**src/rtl/iptmr_cfg.svh**
```systemverilog
`ifndef IPTMR_CFG_SVH
`define IPTMR_CFG_SVH

// Register addresses on the byte write/read port.
`define IPTMR_ADDR_PORT1_DIR  16'hFF21
`define IPTMR_ADDR_MODE       16'hFF69
`define IPTMR_ADDR_PERIOD     16'hFF6A
`define IPTMR_ADDR_DUTY       16'hFF6B

// Reset values.
`define IPTMR_RST_PORT1_DIR   8'hFF
`define IPTMR_RST_MODE        8'h00
`define IPTMR_RST_CMP         8'h00

// Mode register field positions.
`define IPTMR_BIT_EN          7
`define IPTMR_BIT_CKS_HI      6
`define IPTMR_BIT_CKS_LO      4
`define IPTMR_BIT_MD_HI       3
`define IPTMR_BIT_MD_LO       2
`define IPTMR_BIT_LEV         1
`define IPTMR_BIT_OEN         0

// Timer output pin position in port 1.
`define IPTMR_PIN_TIMER       5

// Count clocks a new duty value must age before it may be transferred.
`define IPTMR_DUTY_AGE        2'h3

`endif

```
**src/rtl/iptmr_pkg.sv**
```systemverilog
package iptmr_pkg;

  typedef enum logic [1:0] {
    IPTMR_MD_INTERVAL = 2'b00,
    IPTMR_MD_PWM      = 2'b10
  } iptmr_mode_e;

  typedef enum logic {
    IPTMR_SEL_PERIOD = 1'b0,
    IPTMR_SEL_DUTY   = 1'b1
  } iptmr_sel_e;

  typedef struct packed {
    logic        en;
    logic [2:0]  cks;
    logic [1:0]  md;
    logic        lev;
    logic        oen;
  } iptmr_mode_s;

  typedef struct packed {
    logic        wr;
    logic        rd;
    logic [15:0] addr;
    logic [7:0]  wdata;
  } iptmr_acc_s;

endpackage

```
**src/rtl/iptmr_top.sv**
```systemverilog
`include "iptmr_cfg.svh"

module iptmr_top
  import iptmr_pkg::*;
(
  input  wire logic       i_sys_clk,
  input  wire logic       i_rst_n,
  input  wire iptmr_acc_s i_acc,
  output logic [7:0]      o_rd_data,
  output logic [7:0]      o_port1_dir,
  output logic            o_timer_out,
  output logic            o_timer_pin_o,
  output logic            o_timer_pin_oe_n,
  output logic            o_match_irq
);

  iptmr_mode_s mode_q;
  iptmr_sel_e  sel_q;
  logic [7:0]  port1_dir_q;
  logic [7:0]  period_q;
  logic [7:0]  duty_act_q;
  logic [7:0]  duty_buf_q;
  logic        duty_pend_q;
  logic [1:0]  duty_age_q;
  logic [9:0]  pre_q;
  logic [7:0]  cnt_q;
  logic        run_q;
  logic        out_q;
  logic        irq_q;
  logic [7:0]  rd_q;
  logic        tick;
  logic        pwm;
  logic        duty_hit;
  logic        xfer;

  function automatic logic wr_at(input iptmr_acc_s a, input logic [15:0] ad);
    wr_at = a.wr && (a.addr == ad);
  endfunction

  // Count clock divider; unlisted selections never tick.
  always_comb
  begin
    case (mode_q.cks)
      3'h0: tick = 1'b1;
      3'h1: tick = pre_q[0];
      3'h2: tick = &pre_q[1:0];
      3'h3: tick = &pre_q[5:0];
      3'h4: tick = &pre_q;
      default: tick = 1'b0;
    endcase
  end

  // Divider restarts on stop so the first count clock is predictable.
  always_ff @(posedge i_sys_clk)
  begin
    if (!i_rst_n || !mode_q.en)
      pre_q <= 10'h000;
    else
      pre_q <= pre_q + 10'h001;
  end

  assign pwm      = (mode_q.md == IPTMR_MD_PWM);
  assign duty_hit = pwm && (sel_q == IPTMR_SEL_DUTY) && (cnt_q == duty_act_q);
  assign xfer     = duty_hit && duty_pend_q && (duty_age_q == `IPTMR_DUTY_AGE);

  always_ff @(posedge i_sys_clk)
  begin
    if (!i_rst_n)
      port1_dir_q <= `IPTMR_RST_PORT1_DIR;
    else if (wr_at(i_acc, `IPTMR_ADDR_PORT1_DIR))
      port1_dir_q <= i_acc.wdata;
  end

  always_ff @(posedge i_sys_clk)
  begin
    if (!i_rst_n)
    begin
      mode_q   <= `IPTMR_RST_MODE;
      period_q <= `IPTMR_RST_CMP;
    end
    else
    begin
      if (wr_at(i_acc, `IPTMR_ADDR_MODE))
        mode_q <= i_acc.wdata;
      if (wr_at(i_acc, `IPTMR_ADDR_PERIOD))
        period_q <= i_acc.wdata;
    end
  end

  always_ff @(posedge i_sys_clk)
  begin
    if (!i_rst_n)
    begin
      duty_act_q  <= `IPTMR_RST_CMP;
      duty_buf_q  <= `IPTMR_RST_CMP;
      duty_pend_q <= 1'b0;
      duty_age_q  <= 2'h0;
    end
    else if (wr_at(i_acc, `IPTMR_ADDR_DUTY))
    begin
      duty_buf_q  <= i_acc.wdata;
      duty_pend_q <= mode_q.en;
      duty_age_q  <= 2'h0;
      // While stopped the value takes effect at once.
      if (!mode_q.en)
        duty_act_q <= i_acc.wdata;
    end
    else if (tick && mode_q.en)
    begin
      if (xfer)
      begin
        duty_act_q  <= duty_buf_q;
        duty_pend_q <= 1'b0;
      end
      if (duty_age_q != `IPTMR_DUTY_AGE)
        duty_age_q <= duty_age_q + 2'h1;
    end
  end

  always_ff @(posedge i_sys_clk)
  begin
    if (!i_rst_n || !mode_q.en)
    begin
      cnt_q <= 8'h00;
      run_q <= 1'b0;
      out_q <= 1'b0;
      irq_q <= 1'b0;
      sel_q <= IPTMR_SEL_PERIOD;
    end
    else if (tick)
    begin
      run_q <= 1'b1;
      irq_q <= 1'b0;
      if (!run_q && pwm)
        cnt_q <= 8'h00;
      else if (!pwm)
      begin
        if (cnt_q == period_q)
        begin
          cnt_q <= 8'h00;
          irq_q <= 1'b1;
          out_q <= ~out_q;
        end
        else
          cnt_q <= cnt_q + 8'h01;
      end
      else
      begin
        case (sel_q)
          IPTMR_SEL_PERIOD:
          begin
            if (cnt_q == period_q)
            begin
              cnt_q <= 8'h00;
              irq_q <= 1'b1;
              out_q <= 1'b1;
              sel_q <= IPTMR_SEL_DUTY;
            end
            else
              cnt_q <= cnt_q + 8'h01;
          end
          default:
          begin
            if (duty_hit)
            begin
              out_q <= 1'b0;
              sel_q <= IPTMR_SEL_PERIOD;
            end
            cnt_q <= cnt_q + 8'h01;
          end
        endcase
      end
    end
  end

  always_ff @(posedge i_sys_clk)
  begin
    if (!i_rst_n)
      rd_q <= 8'h00;
    else if (i_acc.rd)
    begin
      if (i_acc.addr == `IPTMR_ADDR_PORT1_DIR)
        rd_q <= port1_dir_q;
      else if (i_acc.addr == `IPTMR_ADDR_MODE)
        rd_q <= mode_q;
      else if (i_acc.addr == `IPTMR_ADDR_PERIOD)
        rd_q <= period_q;
      else if (i_acc.addr == `IPTMR_ADDR_DUTY)
        rd_q <= duty_act_q;
      else
        rd_q <= 8'h00;
    end
  end

  // interval square wave or pwm waveform when oen is set; default level otherwise
  // Inactive level is the default level; active is its inverse.
  assign o_timer_out      = mode_q.oen ? (out_q ^ mode_q.lev) : mode_q.lev;
  assign o_timer_pin_o    = o_timer_out;
  assign o_timer_pin_oe_n = port1_dir_q[`IPTMR_PIN_TIMER];
  assign o_port1_dir      = port1_dir_q;
  assign o_match_irq      = irq_q;
  assign o_rd_data        = rd_q;
endmodule

```
**config.mk**
```make
export PLATFORM = sky130hd
export DESIGN_NAME = iptmr_top
export DESIGN_NICKNAME = d
export VERILOG_FILES = /design/src/rtl/iptmr_pkg.sv /design/src/rtl/iptmr_top.sv
export VERILOG_INCLUDE_DIRS = /design/src /design/src/rtl
export SDC_FILE = /design/constraint.sdc
export NUM_CORES = 1
export LEC_CHECK = 0
export ABC_AREA = 0
export BUFFER_PORTS_ARGS = -buffer_cell sky130_fd_sc_hd__buf_4
export CORE_ASPECT_RATIO = 1.4
export CORE_UTILIZATION = 62
export DETAILED_ROUTE_END_ITERATION = 8
export PLACE_DENSITY = 0.89
export SYNTH_ARGS = -nofsm -noshare
export SYNTH_HDL_FRONTEND = slang
export SYNTH_SLANG_ARGS = --single-unit
```
**constraint.sdc**
```tcl
create_clock -name i_sys_clk -period 3.6 [get_ports i_sys_clk]
set_input_delay 0.54 -clock i_sys_clk [delete_from_list [all_inputs] [get_ports i_sys_clk]]
set_output_delay 0.54 -clock i_sys_clk [all_outputs]
set_load 0.02 [all_outputs]
```
# Yosys cells after proc, flatten, opt, wreduce, memory -nomap -nowiden
# Index checks and enable logic that the tools add are counted.
# Widths: inputs -> output; s select.
dict set report word_totals {
  reg_bits 73
  input_bits 28
  out_inout_bits 20
  wordCells 96
}
dict set report classes {
  add_sub_neg 3
  eq_ne 15
  mux 28
  bitwise 4
  reduce_logical 28
}
# cell count
set op_table {}
lappend op_table {{$mux 8} 12}
lappend op_table {{$eq 16x16->1 const B} 4}
lappend op_table {{$eq 8x8->1} 2}
lappend op_table {{$mux 1} 15}
lappend op_table {{$add 10x1->10 const B} 1}
lappend op_table {{$logic_and 1x1->1} 10}
lappend op_table {{$reduce_and 10->1} 1}
lappend op_table {{$add 8x1->8 const B} 1}
lappend op_table {{$reduce_bool 2->1} 4}
lappend op_table {{$eq 3x2->1 const B} 2}
lappend op_table {{$reduce_and 2->1} 3}
lappend op_table {{$reduce_and 3->1} 2}
lappend op_table {{$reduce_and 6->1} 1}
lappend op_table {{$pmux 1 s5} 1}
lappend op_table {{$reduce_and 5->1} 1}
lappend op_table {{$eq 2x2->1 const B} 2}
lappend op_table {{$ne 2x2->1 const B} 2}
lappend op_table {{$eq 3x1->1 const B} 1}
lappend op_table {{$eq 3x3->1 const B} 1}
lappend op_table {{$logic_not 1->1} 3}
lappend op_table {{$logic_not 3->1} 1}
lappend op_table {{$ne 3x2->1 const B} 1}
lappend op_table {{$not 1->1} 3}
lappend op_table {{$add 2x1->2 const B} 1}
lappend op_table {{other kinds (3)} 3}

# Depth between registers and ports, before layout
# Gate-level depths: netlist of the first run.
dict set report depth {
  ltp_word 8
  ltp_mapped 6
  ltp_nobuf 6
}

# Worst setup path after synthesis of the first run
# Ideal clock, no wire load.
dict set report synth_timing {
  kind {input port to flip-flop}
  startpoint {input i_acc[12] in the netlist's numbering}
  endpoint {register duty_act_q[0]}
  setup_ns 0.086
  arrival_ns 2.099
  required_time_ns 3.514
  slack_ns 1.414
  path_stages 6
  cell_sequence {nand4bb_4 -> or4_1 -> clkbuf_1 -> o21ai_1 -> nor4_4 -> a221oi_2}
}
dict set report synth_via {
  elab_chain_cells 4
  elab_cells_between_ends 7
  cone_classes {2 x eq/ne; 1 x mux; 4 x reduce/logical}
}
# element line
set synth_lines {}
lappend synth_lines {{start: declaration} iptmr_top.sv:8} ;# input wire iptmr_acc_s i_acc,
lappend synth_lines {{$eq 16x16->1 (*)} iptmr_top.sv:37} ;# wr_at = a.wr && (a.addr == ad);
lappend synth_lines {{$logic_and 1x1->1 (*)} iptmr_top.sv:37}
lappend synth_lines {{$ne 2x2->1 (no line) / $reduce_bool 2->1 (equally long branches)} --}
lappend synth_lines {{$reduce_and 3->1 (no line)} --}
lappend synth_lines {{end signal: assignment} iptmr_top.sv:94} ;# duty_act_q <= `IPTMR_RST_CMP;
lappend synth_lines {{end signal: assignment} iptmr_top.sv:106} ;# duty_act_q <= i_acc.wdata;
lappend synth_lines {{end signal: assignment} iptmr_top.sv:112} ;# duty_act_q <= duty_buf_q;
lappend synth_lines {{end: declaration} iptmr_top.sv:21} ;# logic [7:0] duty_act_q;
# Every way passes the cells marked *; elsewhere a longest branch is shown, timed or not.
# A chain may end at the register's enable or synchronous reset.

# Worst setup path in the final report of the first run
dict set report layout_timing {
  startpoint {register pre_q[0]}
  endpoint {register duty_act_q[2]}
}
dict set report layout_via {
  elab_chain_cells 5
  elab_cells_between_ends 7
  cone_classes {1 x mux; 6 x reduce/logical}
}
# element line
set layout_lines {}
lappend layout_lines {{start: declaration} iptmr_top.sv:25} ;# logic [9:0] pre_q;
lappend layout_lines {{start signal: assignment} iptmr_top.sv:59} ;# pre_q <= pre_q + 10'h001;
lappend layout_lines {{$reduce_and 10->1 (tied with other cells)} iptmr_top.sv:48} ;# 3'h4: tick = &pre_q;
lappend layout_lines {{$pmux 1 s5 (*)} iptmr_top.sv:43} ;# case (mode_q.cks)
lappend layout_lines {{$logic_and 1x1->1 (*)} iptmr_top.sv:108} ;# else if (tick && mode_q.en)
lappend layout_lines {{$reduce_bool 2->1 (no line) (*)} --}
lappend layout_lines {{$reduce_and 3->1 (no line) (*)} --}
# Marks and branches as above.

==> results.sh, run 1 <==
export IMPL_status="completed"
export IMPL_cts_resized=0
export IMPL_setup_viol=0
export IMPL_combinationalPowerShare_pct=5.4
export IMPL_yosys_area_top_type_share_pct=40.2
export IMPL_setup_tns_ns=0
export IMPL_drive_gt1_share_pct=20.5
export IMPL_grt_max_degree=33
export IMPL_die_h_microns=92.6
export IMPL_critPathArrivalTime_ns=2.58
export IMPL_grt_pass1_wl_microns=15100
export IMPL_syn_avg_cell_area_sq_um=8.98
export IMPL_cp_max_fo=8
export IMPL_first_global_vias=3215
export IMPL_synth_area_leader_cell="dfxtp_1"
export IMPL_tightest_slew_ns=0.710
export IMPL_power_uw=1510
export IMPL_holdBufCountCts=0
export IMPL_yosysUniqueCellTypes=54
export IMPL_ys_warnings_count=0
export IMPL_final_common_cell="dfxtp_1"
export IMPL_nets=476
export IMPL_required_ns=3.81
export IMPL_path_clk_slew_ns=0.07
export IMPL_drtPass1Iterations=7
export IMPL_seqPwrFrac_pct=53.7
export IMPL_cap_viol_max_count=0
export IMPL_startpoint_type="flip-flop"
export IMPL_portBuffers=47
export IMPL_tritoncts="yes"
export IMPL_die_w_microns=66.7
export IMPL_boundaryPins=48
export IMPL_grt_setup_unrepaired="false"
export IMPL_clock_latency_ns=0.36
export IMPL_cts_max_level=3
export IMPL_slew_headroom_pct=52.3
export IMPL_drtIter0Drc=361
export IMPL_core_sq_um=5570
export IMPL_synth_area_leaders="dfxtp_1, mux2i_1, nor2_1"
export IMPL_end_kind="flip-flop"
export IMPL_clkSinkCount=73
export IMPL_detail_route_antenna_nets=0
export IMPL_cts_buffer_depth=2
export IMPL_n_fill_cell=391
export IMPL_dpl_hpwl_microns=6670
export IMPL_fin_util_pct=75.2
export IMPL_vdd_drop_max_uv=312
export IMPL_final_cell_mix="dfxtp_1, buf_4, nor2_1"
export IMPL_syn_to_final_growth_pct=15.1
export IMPL_grt_use_total_pct=32.7
export IMPL_root_buffer="clkbuf_8"
export IMPL_start_util_pct=65.3
export IMPL_ys_flop_type="dfxtp_1"
export IMPL_fin_area_sq_um=4190
export IMPL_ys_async_sr_fraction_pct=0
export IMPL_swShare_pct=22.6
export IMPL_postCtsSetupBuffers=0
export IMPL_seq_area_frac_synth_pct=40.2
export IMPL_std_cell_rows=32
export IMPL_hold_worst_slack_ns=0.456
export IMPL_synth_edf_count=0
export IMPL_hp_class="reg -> reg"
export IMPL_die_area_sq_um=6180
export IMPL_gr_total_overflow=0
export IMPL_synth_cells=405
export IMPL_cts_buffers_inserted=9
export IMPL_synth_area_sq_um=3640
export IMPL_p_int_uw=1170
export IMPL_dpl_cell_area_sq_um=4000
export IMPL_finClkSkew_ns=0.00606
export IMPL_critPathKind="reg -> reg"
export IMPL_clkPwrFrac_pct=40.9
export IMPL_totalWireLength_microns=9240
export IMPL_power_density_nw_per_um2=362
export IMPL_fin_crit_ns=2.37
export IMPL_routed_via_count=3276
export IMPL_hold_viol=0
export IMPL_diodes=0
export IMPL_ys_ff_latch=73
export IMPL_power_switching_uw=342
export IMPL_drt_wirelength_per_cell_microns=17.9
export IMPL_synth_nets=436
export IMPL_drv_slew=0
export IMPL_grt_antenna_before_repair=0
export IMPL_max_freq_mhz=422
export IMPL_place_gp_congestion=0.903
export IMPL_vias_per_cell=6.35
export IMPL_p_leak_uw=0.00171
export IMPL_drc_errors=0
export IMPL_period_share_pct=65.8
## power by group through the flow
stage	clock [uW]	sequential (uW)	combinational [uW]
2_1_floorplan	0	837	30.1
3_3_place_gp	0	832	78.5
3_5_place_dp	0	832	80.2
4_1_cts	623	814	80.5
5_1_grt	654	814	85.2
6_report	620	814	81.5
## cells in the mapped netlist (5+ instances only)
library cell and number:
dfxtp_1 73, nand2_1 41, nand3_1 27, inv_1 22
mux2_2 9, clkbuf_1 14, o21ai_0 14, a22o_1 8
a221oi_2 8, mux2i_1 17, a22oi_1 8, a21oi_1 22
a211oi_1 9, xnor2_1 13, nand4_1 5, xor2_1 12
nor2_1 43
## path summary, 6_finish.rpt
path | slack, ns | from | endpoint | depth (start not counted)
hold reg to reg | 0.46 | duty_buf_q[3] | duty_buf_q[3] | 2
setup / recovery | 1.23 | pre_q[0] | duty_act_q[2] | 6
setup reg to reg | 1.23 | pre_q[0] | duty_act_q[2] | 6
hold / removal | 0.46 | duty_buf_q[3] | duty_buf_q[3] | 2
## cell type report
type	count	area [sq um]	area share [%]
inverter	22	82.6	1.97
clock inverter	4	45.0	1.08
timing repair buffer	49	368	8.79
tap	68	85.1	2.03
multi-input combinational	290	2010	47.9
sequential	73	1460	34.9
clock buffer	10	138	3.29
## metal layers
metal / vias to the layer above / track usage [%] / routed length (microns)
met5: - / 0 / 0
met4: 0 / 17.0 / 382
met3: 35 / 7.76 / 529
met2: 155 / 56.3 / 4780
met1: 1553 / 36.3 / 3560
li1: 1533 / - / -
## state kept, by name, summed over array words and instances (netlist names)
name and flops:
run_q 1, duty_pend_q 1, o_rd_data 8, period_q 8, duty_age_q 2, pre_q 10, sel_q 1, mode_q 8
o_port1_dir 8, o_match_irq 1, duty_buf_q 8, cnt_q 8, duty_act_q 8, out_q 1
## worst max-delay path, stage by stage (launching register included)
cell and delay [ns]:
dfxtp_1 0.41, ha_1 0.29, nor2b_1 0.11, a2111oi_4 0.38, o21ai_2 0.19, nor4_4 0.68, a221oi_2 0.16
## per-stage QoR
| step | cells | setup WS, ns |
|---|---|---|
| 5_1_grt | 516 | 1.05 |
| 4_1_cts | 516 | 1.24 |
| 2_1_floorplan | 405 | 1.41 |
| 3_5_place_dp | 502 | 0.992 |
| 6_report | 516 | 1.23 |
| 3_3_place_gp | 502 | 1.06 |
## cells by family after synthesis
logic type	Yosys count	synth area share, %
AO/OA/AOI/OAI	87	19.4
XOR/XNOR	25	6.02
multiplexers	26	7.47
flip-flops	73	40.2
AND/OR/NAND/NOR	149	21.3
adder cells (fa/ha/maj)	3	1.03
buffers and inverters	42	4.61
(Power assumes the default switching activity.)
==> inputs of run 2 (changes only) <==
Settings changed: CORE_UTILIZATION 62 to 52, PLACE_DENSITY 0.89 to 0.8.
Clock period 3.6 ns to 2 ns, I/O delays scaled along.
==> run 2 against run 1 <==
Compared with the run above:
- combinational power grew 89%
- clock power grew 87%
- sequential cell count is the same
==> results.sh, run 2 (synthesis results as in run 1) <==
export IMPL_grt_antenna_before_repair=0
export IMPL_std_cell_rows=35
export IMPL_cts_buffers_inserted=9
export IMPL_first_global_vias=3362
export IMPL_fin_crit_ns=1.93
export IMPL_cts_max_level=3
export IMPL_vias_per_cell=5.73
export IMPL_cap_viol_max_count=0
export IMPL_critPathKind="reg -> reg"
export IMPL_fin_area_sq_um=4550
export IMPL_grt_setup_unrepaired="true"
export IMPL_power_uw=2780
export IMPL_setup_viol=0
export IMPL_largest_register_ffs=10
export IMPL_boundaryPins=48
export IMPL_drtPass1Iterations=4
export IMPL_reg2reg_slack_ns=0.07
export IMPL_finClkSkew_ns=0.00842
export IMPL_place_gp_congestion=0.911
export IMPL_portBuffers=47
export IMPL_n_fill_cell=543
export IMPL_hp_class="in -> reg"
export IMPL_path_clk_slew_ns=0.08
export IMPL_end_kind="flip-flop"
export IMPL_gr_total_overflow=0
export IMPL_clock_latency_ns=0.35
export IMPL_grt_busiest_layer="met2"
export IMPL_crit_start="mode_q[3]"
export IMPL_routed_via_count=3320
export IMPL_slew_headroom_pct=72.7
export IMPL_cts_buffer_depth=2
export IMPL_drtIter0Drc=187
export IMPL_final_cell_mix="buf_4, dfxtp_1, nor2_1"
export IMPL_power_density_nw_per_um2=611
export IMPL_drv_slew=0
export IMPL_grt_max_degree=33
export IMPL_vdd_drop_max_uv=507
export IMPL_tightest_slew_ns=0.408
export IMPL_r2r_start="mode_q[3]"
export IMPL_drc_errors=0
export IMPL_use_met3_pct=5.50
export IMPL_dpl_cell_area_sq_um=4320
export IMPL_root_buffer="clkbuf_8"
export IMPL_hold_viol=0
export IMPL_critPathArrivalTime_ns=2.20
export IMPL_drive_gt1_share_pct=28.5
export IMPL_startpoint_type="flip-flop"
export IMPL_die_h_microns=101
export IMPL_min_from="i_acc[0]"
export IMPL_reg2reg_to="duty_act_q[1]"
export IMPL_die_w_microns=72.7
export IMPL_die_area_sq_um=7340
export IMPL_grtUsageMet1_pct=30.1
export IMPL_p_leak_uw=0.00190
export IMPL_tritoncts="yes"
export IMPL_final_common_cell="buf_4"
export IMPL_seqCellArea_sq_um=1460
export IMPL_detail_route_antenna_nets=0
export IMPL_diodes=0
export IMPL_period_share_pct=96.7
export IMPL_core_sq_um=6660
export IMPL_fin_util_pct=68.4
export IMPL_dp_cells=562
export IMPL_required_ns=2.27
export IMPL_multi_input_comb_area_sq_um=2040
export IMPL_clkSinkCount=73
export IMPL_dpl_hpwl_microns=6910
export IMPL_fin_cells=579
export IMPL_start_util_pct=54.6
export IMPL_cp_max_fo=8
export IMPL_crit_path_end="duty_act_q[1]"
export IMPL_gr_usage_met2_pct=48.2
export IMPL_grt_use_total_pct=27.6
export IMPL_totalWireLength_microns=9360
export IMPL_max_freq_mhz=517
export IMPL_drt_wirelength_per_cell_microns=16.2
export IMPL_syn_to_final_growth_pct=25.3
export IMPL_r2r_cells=5
export IMPL_setup_tns_ns=0
export IMPL_nets=513
export IMPL_grt_pass1_wl_microns=15500
export IMPL_status="completed"
export IMPL_regMostFlops="pre_q"
## run 2: layer usage
metal / wire length [microns] / up-vias
li1: - / 1612
met1: 3740 / 1584
met2: 4840 / 96
met3: 386 / 28
met4: 394 / 0
met5: 0 / -
## run 2: worst min-delay path by stage
stage               endpoint  cells past startpoint
2_1_floorplan  duty_buf_q[0]                      2
3_3_place_gp   duty_buf_q[1]                      2
3_5_place_dp   duty_buf_q[7]                      2
4_1_cts        duty_buf_q[0]                      3
5_1_grt        duty_buf_q[0]                      3
6_report       duty_buf_q[0]                      3
## run 2: worst max-delay path, stage by stage, from the launching register on
cell	delay [ns]
dfxtp_2	0.36
nor2b_4	0.17
nand2_1	0.13
or3_4	0.43
o41a_4	0.51
a221oi_2	0.24
## run 2: timing repair
action	in CTS	in global routing
hold endpoints to repair	0	0
setup endpoints to repair	8	9
hold buffers	0	0
gates cloned	0	0
gates resized for setup	4	5
setup buffers	0	1
pin swaps	2	4
## run 2: area by class of cell
class	instances	share of cell area, %
clock buffers	9	2.72
well taps	92	2.53
multi-input cells	290	44.8
clock inverters	7	1.54
repair buffers	86	14.5
inverters	22	1.81
flip-flops and latches	73	32.1
## run 2: per-stage QoR
stage	setup WS, ns	hold slack, ns
floorplan	0.0159	0.432
global placement	-0.0328	0.440
detailed placement	-0.137	0.447
CTS	0.0156	0.224
global route	-0.0195	0.234
finish	0.0664	0.238
## run 2: power by group
group	internal, uW	switching [uW]	leakage [uW]
combinational	66.7	87.2	0.00121
sequential	1460	3.76	0.000590
clock	576	588	0.0000994
